## config.mk

```make
export PLATFORM = sky130hd
export DESIGN_NAME = ictd_switch
export DESIGN_NICKNAME = d
export VERILOG_FILES = /design/src/pkg/ictd_pkg.sv /design/src/pkg/ictd_cmp_if.sv /design/src/core/ictd_hyst_cmp.sv /design/src/core/ictd_switch.sv
export SDC_FILE = /design/constraint.sdc
export NUM_CORES = 1
export LEC_CHECK = 0
export ABC_AREA = 1
export BUFFER_PORTS_ARGS = -buffer_cell sky130_fd_sc_hd__buf_2
export CORE_ASPECT_RATIO = 1.5
export CORE_MARGIN = 2
export CORE_UTILIZATION = 40
export CTS_BUF_LIST = sky130_fd_sc_hd__clkbuf_16
export DETAILED_ROUTE_END_ITERATION = 8
export GPL_ROUTABILITY_DRIVEN = 1
export PLACE_DENSITY = 0.64
export SLEW_MARGIN = 20
export SYNTH_ARGS = -nofsm -noshare
export SYNTH_HDL_FRONTEND = slang
export SYNTH_HIERARCHICAL = 1
export SYNTH_SLANG_ARGS = --single-unit
```

## constraint.sdc

```tcl
create_clock -name MCLK -period 6.25 [get_ports MCLK]
set_input_delay 0.9375 -clock MCLK [delete_from_list [all_inputs] [get_ports MCLK]]
set_output_delay 0.9375 -clock MCLK [all_outputs]
set_load 0.01 [all_outputs]
```

## src/pkg/ictd_pkg.sv

```systemverilog
package ictd_pkg;
  localparam int          SENSE_W     = 16;
  localparam int          SEL_W       = 4;
  localparam int          SEL_COUNT   = 16;
  localparam int          CLK_PERIOD_NS = 50;
  localparam int          SETTLE_NS   = 1000;
  localparam int          SETTLE_CYC  = (SETTLE_NS + CLK_PERIOD_NS - 1) / CLK_PERIOD_NS;
  localparam int          CNT_W       = 8;
  localparam int          OFFSET_SHIFT = 5;
  localparam int          HYST_SHIFT  = 6;
  localparam logic        OUT_RESET   = 1'b0;
  localparam logic        LEVEL_OPEN  = 1'b1;
  localparam logic        LEVEL_CLOSED = 1'b0;
endpackage : ictd_pkg

```

## src/pkg/ictd_cmp_if.sv

```systemverilog
interface ictd_cmp_if #(
  parameter int W = 16
);
  logic [W:0] sense;
  logic [W:0] ref_adj;
  logic       valid;
  logic       level;
  logic       done;
  modport src (output sense, output ref_adj, output valid, input level, input done);
  modport cmp (input sense, input ref_adj, input valid, output level, output done);
endinterface : ictd_cmp_if

```

## src/core/ictd_hyst_cmp.sv

```systemverilog
module ictd_hyst_cmp
  import ictd_pkg::*;
#(
  parameter int W = SENSE_W
) (
  input wire logic clk,
  input wire logic rst_n,
  ictd_cmp_if.cmp  cmp
);
  typedef struct packed {
    logic level;
    logic done;
  } ictd_cmp_state_type;

  ictd_cmp_state_type st_q;
  ictd_cmp_state_type st_d;
  logic [W+1:0]       lo_thr;
  logic [W+1:0]       hi_thr;
  logic [W+1:0]       sense_x;

  // thresholds around the adjusted reference
  always_comb begin
    sense_x = {1'b0, cmp.sense};
    lo_thr  = {1'b0, cmp.ref_adj} - {1'b0, (cmp.ref_adj >> HYST_SHIFT)};
    hi_thr  = {1'b0, cmp.ref_adj} + {1'b0, (cmp.ref_adj >> HYST_SHIFT)};
  end

  always_comb begin
    st_d      = st_q;
    st_d.done = cmp.valid;
    if (cmp.valid) begin
      if (sense_x < lo_thr) begin
        st_d.level = LEVEL_CLOSED;
      end else if (sense_x > hi_thr) begin
        st_d.level = LEVEL_OPEN;
      end
    end
  end

  always_ff @(posedge clk) begin
    if (!rst_n) begin
      st_q <= '{level: OUT_RESET, done: 1'b0};
    end else begin
      st_q <= st_d;
    end
  end

  assign cmp.level = st_q.level;
  assign cmp.done  = st_q.done;

  property p_hold_between;
    @(posedge clk) disable iff (!rst_n)
      cmp.valid && sense_x >= lo_thr && sense_x <= hi_thr |=> cmp.level == $past(cmp.level);
  endproperty
  a_hold_between: assert property (p_hold_between)
    else $error("level changed inside hysteresis band");
endmodule : ictd_hyst_cmp

```

## src/core/ictd_switch.sv

```systemverilog
module ictd_switch
  import ictd_pkg::*;
#(
  parameter int W = SENSE_W
) (
  input  wire logic             MCLK,
  input  wire logic             RESETN,
  input  wire logic             ENABLE,
  input  wire logic [SEL_W-1:0] THRESHOLD_SELECT_INPUT,
  input  wire logic             TWO_COIL,
  input  wire logic             SAMPLE_STROBE,
  input  wire logic [W-1:0]     SENSE_COIL_A,
  input  wire logic [W-1:0]     SENSE_COIL_B,
  input  wire logic [W-1:0]     REFERENCE_COIL,
  output logic                  TAMPER_OUT,
  output logic                  OUT_VALID
);
  typedef struct packed {
    logic             en_s1;
    logic             en_s2;
    logic [SEL_W-1:0] sel_s1;
    logic [SEL_W-1:0] sel_s2;
    logic [CNT_W-1:0] cnt;
    logic             settled;
    logic [W:0]       sense_eq;
    logic [W:0]       ref_adj;
    logic             cvalid;
    logic             out;
    logic             ovalid;
  } ictd_state_type;

  localparam logic [CNT_W-1:0] SETTLE_LAST = CNT_W'(SETTLE_CYC);

  ictd_state_type st_q;
  ictd_state_type st_d;
  logic           take;

  ictd_cmp_if #(.W(W)) cmp_bus ();

  // offset is sel/32 of the reference; sel 0 leaves it untouched
  function automatic logic [W:0] adjust_ref(input logic [W-1:0] r, input logic [SEL_W-1:0] s);
    logic [W+SEL_W-1:0] prod;
    prod = r * s;
    return {1'b0, r} - {1'b0, W'(prod >> OFFSET_SHIFT)};
  endfunction : adjust_ref

  function automatic logic [W:0] sense_sum(input logic two, input logic [W-1:0] a,
                                           input logic [W-1:0] b);
    return two ? ({1'b0, a} + {1'b0, b}) : {1'b0, a};
  endfunction : sense_sum

  assign take = SAMPLE_STROBE && st_q.en_s2 && st_q.settled;

  always_comb begin
    st_d        = st_q;
    st_d.en_s1  = ENABLE;
    st_d.en_s2  = st_q.en_s1;
    st_d.sel_s1 = THRESHOLD_SELECT_INPUT;
    st_d.sel_s2 = st_q.sel_s1;
    st_d.cvalid = 1'b0;
    // settle timer after enable
    if (!st_q.en_s2) begin
      st_d.cnt     = '0;
      st_d.settled = 1'b0;
      st_d.ovalid  = 1'b0;
    end else if (!st_q.settled) begin
      st_d.cnt     = st_q.cnt + CNT_W'(1);
      st_d.settled = (st_q.cnt + CNT_W'(1)) >= SETTLE_LAST;
    end
    if (take) begin
      st_d.sense_eq = sense_sum(TWO_COIL, SENSE_COIL_A, SENSE_COIL_B);
      st_d.ref_adj  = adjust_ref(REFERENCE_COIL, st_q.sel_s2);
      st_d.cvalid   = 1'b1;
    end
    if (cmp_bus.done && st_q.en_s2) begin
      st_d.out    = cmp_bus.level;
      st_d.ovalid = 1'b1;
    end
  end

  always_ff @(posedge MCLK) begin
    if (!RESETN) begin
      st_q <= '{en_s1: 1'b0, en_s2: 1'b0, sel_s1: '0, sel_s2: '0, cnt: '0, settled: 1'b0,
                sense_eq: '0, ref_adj: '0, cvalid: 1'b0, out: OUT_RESET, ovalid: 1'b0};
    end else begin
      st_q <= st_d;
    end
  end

  assign cmp_bus.sense   = st_q.sense_eq;
  assign cmp_bus.ref_adj = st_q.ref_adj;
  assign cmp_bus.valid   = st_q.cvalid;
  assign TAMPER_OUT      = st_q.out;
  assign OUT_VALID       = st_q.ovalid;

  ictd_hyst_cmp #(.W(W)) u_cmp (
    .clk   (MCLK),
    .rst_n (RESETN),
    .cmp   (cmp_bus.cmp)
  );

  // checking helpers
  logic [W+1:0] exp_sense;
  logic [W+1:0] exp_lo;
  logic [W+1:0] exp_hi;
  logic [W:0]   exp_ref;
  always_comb begin
    exp_sense = {1'b0, sense_sum(TWO_COIL, SENSE_COIL_A, SENSE_COIL_B)};
    exp_ref   = adjust_ref(REFERENCE_COIL, st_q.sel_s2);
    exp_lo    = {1'b0, exp_ref} - {1'b0, (exp_ref >> HYST_SHIFT)};
    exp_hi    = {1'b0, exp_ref} + {1'b0, (exp_ref >> HYST_SHIFT)};
  end

  property p_closed_low;
    @(posedge MCLK) disable iff (!RESETN)
      take && ENABLE && exp_sense < exp_lo |-> ##3 (TAMPER_OUT == LEVEL_CLOSED);
  endproperty
  a_closed_low: assert property (p_closed_low)
    else $error("output not low for close target");

  property p_open_high;
    @(posedge MCLK) disable iff (!RESETN)
      take && ENABLE && exp_sense > exp_hi |-> ##3 (TAMPER_OUT == LEVEL_OPEN);
  endproperty
  a_open_high: assert property (p_open_high)
    else $error("output not high for far target");

  property p_offset_applied;
    @(posedge MCLK) disable iff (!RESETN)
      take |=> st_q.ref_adj == adjust_ref($past(REFERENCE_COIL), $past(st_q.sel_s2));
  endproperty
  a_offset_applied: assert property (p_offset_applied)
    else $error("reference offset wrong");

  property p_zero_offset;
    @(posedge MCLK) disable iff (!RESETN)
      take && st_q.sel_s2 == '0 |=> st_q.ref_adj == {1'b0, $past(REFERENCE_COIL)};
  endproperty
  a_zero_offset: assert property (p_zero_offset)
    else $error("setting zero altered reference");

  property p_two_coil_sum;
    @(posedge MCLK) disable iff (!RESETN)
      take && TWO_COIL |=>
        st_q.sense_eq == {1'b0, $past(SENSE_COIL_A)} + {1'b0, $past(SENSE_COIL_B)};
  endproperty
  a_two_coil_sum: assert property (p_two_coil_sum)
    else $error("series coils not summed");

  property p_valid_drops;
    @(posedge MCLK) disable iff (!RESETN)
      $fell(st_q.en_s2) |=> !OUT_VALID [*2];
  endproperty
  a_valid_drops: assert property (p_valid_drops)
    else $error("output valid while disabled");

  property p_settle_time;
    @(posedge MCLK) disable iff (!RESETN)
      $rose(st_q.en_s2) |-> !st_q.settled ##20 st_q.settled || !st_q.en_s2;
  endproperty
  a_settle_time: assert property (p_settle_time)
    else $error("settle count wrong");

  property p_hold_disabled;
    @(posedge MCLK) disable iff (!RESETN)
      !st_q.en_s2 |=> $stable(TAMPER_OUT);
  endproperty
  a_hold_disabled: assert property (p_hold_disabled)
    else $error("output moved while disabled");

  property p_refuse_unsettled;
    @(posedge MCLK) disable iff (!RESETN)
      SAMPLE_STROBE && !st_q.settled |=> !st_q.cvalid;
  endproperty
  a_refuse_unsettled: assert property (p_refuse_unsettled)
    else $error("strobe taken before settling");

  property p_valid_after_take;
    @(posedge MCLK) disable iff (!RESETN)
      take && ENABLE |-> ##3 OUT_VALID;
  endproperty
  a_valid_after_take: assert property (p_valid_after_take)
    else $error("no valid after sample");

  property p_level_on_done;
    @(posedge MCLK) disable iff (!RESETN)
      !cmp_bus.done |=> $stable(TAMPER_OUT);
  endproperty
  a_level_on_done: assert property (p_level_on_done)
    else $error("output moved without comparison");

  property p_offset_subtracts;
    @(posedge MCLK) disable iff (!RESETN)
      take |=> (st_q.ref_adj <= {1'b0, $past(REFERENCE_COIL)});
  endproperty
  a_offset_subtracts: assert property (p_offset_subtracts)
    else $error("offset raised the reference");

  property p_single_coil;
    @(posedge MCLK) disable iff (!RESETN)
      take && !TWO_COIL |=> st_q.sense_eq == {1'b0, $past(SENSE_COIL_A)};
  endproperty
  a_single_coil: assert property (p_single_coil)
    else $error("single coil word wrong");

  property p_cmp_answers;
    @(posedge MCLK) disable iff (!RESETN)
      cmp_bus.valid |=> cmp_bus.done;
  endproperty
  a_cmp_answers: assert property (p_cmp_answers)
    else $error("comparator gave no answer");

  property p_out_follows_cmp;
    @(posedge MCLK) disable iff (!RESETN)
      cmp_bus.done && st_q.en_s2 |=> TAMPER_OUT == $past(cmp_bus.level);
  endproperty
  a_out_follows_cmp: assert property (p_out_follows_cmp)
    else $error("output differs from comparator");
endmodule : ictd_switch

```

==> results.yml <==
global_route:
  gr-usage-met1: 0.191
  first_global_vias: 8144
  grt_antenna_before_repair: 0
  grt_util_met2: 0.399
  track_usage: 0.197
  grt-busiest-layer: "met2"
  grt_first_pass_wirelength_mm: 35.1
  use_met3: 0.0203
  grt_overflow_total: 0
  grt_start_max_net_pins: 39
critical_path:
  critical_path.reg2reg.startpoint: "st_q[49]$_SDFF_PN0_"
  critPathLaunchType: "primary input"
  arrival_ps: 5040
  cp_cell_sequence: "buf_2 > nand2_1 > inv_1 > fa_1 > inv_1 > fa_1 > inv_1 > ha_1 > nand2_1 > nor2_1 > nand4_1 > o211ai_1 > nand3_1 > nand3_1 > nand2_1 > ha_1 > inv_1 > o21ai_0 > a21oi_1 > o21ai_0 > nor2_1 > a21oi_1 > nor2_1"
  cp_num_buf_inv: 5
  worst_path_largest_cell_delay_ps: 540
  critical_path_required_time_ps: 6480
  reg2reg_setup_slack_ps: 1590
  timing.reg2reg.worst_path_depth: 22
  critical_path.top_delay_family: "adder cells"
  critPathKind: "in -> reg"
  crit_path_top_delay_cell: "fa_1"
  critical-path-top-cell-by-count: "inv_1"
  critical_r2r_capture: "cmp_bus.ref_adj[15]$_SDFFE_PN0P_"
  path_max_fanout: 5
  critical_path.endpoint_type: "flip-flop"
synthesis:
  synthDominantAreaCellType: "ha_1"
  synthesis.area_per_instance_sq_um: 6.29
  ys_seq_elements: 58
  post_synthesis_cells: 1306
  synth.top_cell.area_share: 0.169
  number_of_enable_flip_flop_cells_after_synthesis: 0
  dominantRegCellSynth: "dfxtp_1"
  async_reset_ff_frac: 0
  synth_nets: 1505
  synth_seq_area_share: 0.141
  synth.yosys.warnings: 6
  synth.lib_cells_used.distinct: 44
  synthesis.area_sq_um: 8220
  netlist_top_cells_area: "ha_1 17%, nand2_1 17%, dfxtp_1 14%"
timing:
  maxSlewViolCount: 0
  tns_ps: 0
  final_cycle_share: 0.770
  tightest_slew_ps: 1020
  slew_headroom: 0.319
  finalHoldViolations: 0
  worst_clock_skew_ps: 6.66
  max_clock_freq_mhz: 208
  fin_crit_ps: 4810
  rsz0062_at_grt: "false"
  final_setup_fails: 0
outcome:
  outcome: "completed"
finish:
  multi_input_comb_area_sq_um: 5900
  final_common_cell: "nand2_1"
  diodes: 0
  area.growth.synth_to_final_pct: 9.77
  final_net_count: 1548
  layout.cells.most_common_list: "362 x nand2_1, 265 x inv_1, 111 x ha_1"
  regArea_sq_um: 1160
  drive_above_1_share: 0.0724
  final.fill_count: 2197
  final_core_utilization: 0.445
floorplanning:
  initial_core_util: 0.406
  num_io_pins: 59
  coreArea_sq_um: 20300
  placementRows: 64
  die_area_sq_um: 21700
  die_height_um: 180
  die-width_um: 121
min_path:
  hold_end: "st_q[54]$_SDFF_PN0_"
  holdPathStages: 2
  worst_hold_path_type: "reg -> reg"
  min_from: "st_d[54]$_SDFF_PN0_"
place:
  routability_congestion_estimate_from_global_placement: 0.954
  port-buffer-count: 58
  post-dp-hpwl_mm: 17.2
detailed_routing:
  routed_wirelength_mm: 20.5
  initialDrtViolationCount: 281
  wire_per_inst_um: 12.7
  drc_errors: 0
  dr_total_vias: 7922
  ant_nets: 0
  drt_pre_antenna_iters: 4
  via_per_inst: 4.90
clocking:
  cts_setup_buffers: 0
  clock-root-buffer: "clkbuf_16"
  clk_latency_ps: 330
  cts_inserted_buffers: 9
  cts_htree_levels: 3
  cts_buffer_depth: 2
  ctsResizeCount: 0
  worst_setup_hold_path_clk_slew_ps: 50
  cts_tree: "done"
  cts_hold_repair_buffers: 0
  clock-sinks: 58
job:
  max_cap_violations: 0
power_and_ir_drop:
  power.ir.vdd_worst_uv: 82.7
  cellPowerDensity_nw_per_um2: 135
  leakagePower_nw: 5.20
## worst max-delay path by stage
stage                            startpoint                                to  slack (ps)  cells after the start
final                     REFERENCE_COIL[7]  cmp_bus.ref_adj[15]$_SDFFE_PN0P_        1440                     23
after floorplan           REFERENCE_COIL[7]  cmp_bus.ref_adj[15]$_SDFFE_PN0P_        1850                     22
after detailed placement  REFERENCE_COIL[7]  cmp_bus.ref_adj[15]$_SDFFE_PN0P_        1140                     23
after global routing      REFERENCE_COIL[7]  cmp_bus.ref_adj[11]$_SDFFE_PN0P_        1130                     24
after global placement    REFERENCE_COIL[7]  cmp_bus.ref_adj[15]$_SDFFE_PN0P_        1170                     23
after CTS                 REFERENCE_COIL[7]  cmp_bus.ref_adj[15]$_SDFFE_PN0P_        1480                     23
## power by group
part | switching (mW) | total [mW] | internal [mW]
logic | 0.206 | 0.325 | 0.118
clock network | 0.168 | 0.511 | 0.344
registers | 0.00644 | 0.380 | 0.374
total | 0.380 | 1.22 | 0.836
## worst min-delay path, cell delays in order, from the launching register on
cell and delay (ps):
dfxtp_1 300, nand2_1 40, inv_1 40
## cells by family after synthesis
| kind of cell | share of synthesized area |
|---|---|
| AND/OR/NAND/NOR | 0.279 |
| buffers and inverters | 0.141 |
| XOR/XNOR | 0.0544 |
| flip-flops | 0.141 |
| adder cells (fa/ha/maj) | 0.245 |
| AO/OA/AOI/OAI | 0.140 |
## Yosys cell counts, types with 2 or more instances
library cell	count
buf_2	2
a21oi_1	96
xor2_1	43
ha_1	111
dfxtp_1	58
nor2_1	83
a21o_1	7
buf_6	3
inv_2	7
nand4_1	6
o21ai_0	50
nor4_1	2
xnor2_1	8
nand3_2	2
o21a_1	7
a21boi_0	2
o31ai_1	2
a31oi_1	4
nand3b_1	7
nor3_1	23
o211ai_1	4
a21oi_4	2
o211a_1	2
inv_1	264
buf_4	2
a21boi_2	2
nand2_2	4
fa_1	31
o21ai_2	3
clkbuf_1	19
o21bai_1	10
nand2_1	362
nand3_1	66
a21oi_2	2
## metal layers
metal  part of all wire  vias to the layer above
met2               0.55                      145
li1                   -                     4170
met1               0.38                     3556
met3              0.025                       51
met4              0.041                        0
met5                  0                        -
## sequential cells by signal, indices dropped and copies added, names as in the netlist
signal           cells
OUT_VALID            1
TAMPER_OUT           1
cmp_bus.ref_adj     17
cmp_bus.sense       17
cmp_bus.valid        1
st_d                 5
st_q                14
u_cmp/cmp.done       1
u_cmp/cmp.level      1
## cell type report
type / count / area share
flip-flops and latches: 58 / 0.129
inverters: 272 / 0.113
clock buffers: 9 / 0.0250
multi-input cells: 949 / 0.654
well taps: 264 / 0.0366
clock inverters: 7 / 0.00943
repair buffers: 59 / 0.0330
## stage by stage
step | hold slack [ps] | total power [mW] | cells | setup WS, ps | instance area [sq um]
global placement | 392 | 0.708 | 1602 | 1170 | 8710
CTS | 407 | 1.23 | 1618 | 1480 | 9020
global route | 426 | 1.30 | 1618 | 1130 | 9020
finish | 404 | 1.22 | 1618 | 1440 | 9020
floorplan | 390 | 0.623 | 1306 | 1850 | 8220
detailed placement | 396 | 0.712 | 1602 | 1140 | 8710
Note: power is estimated with default switching activity, not from simulation.
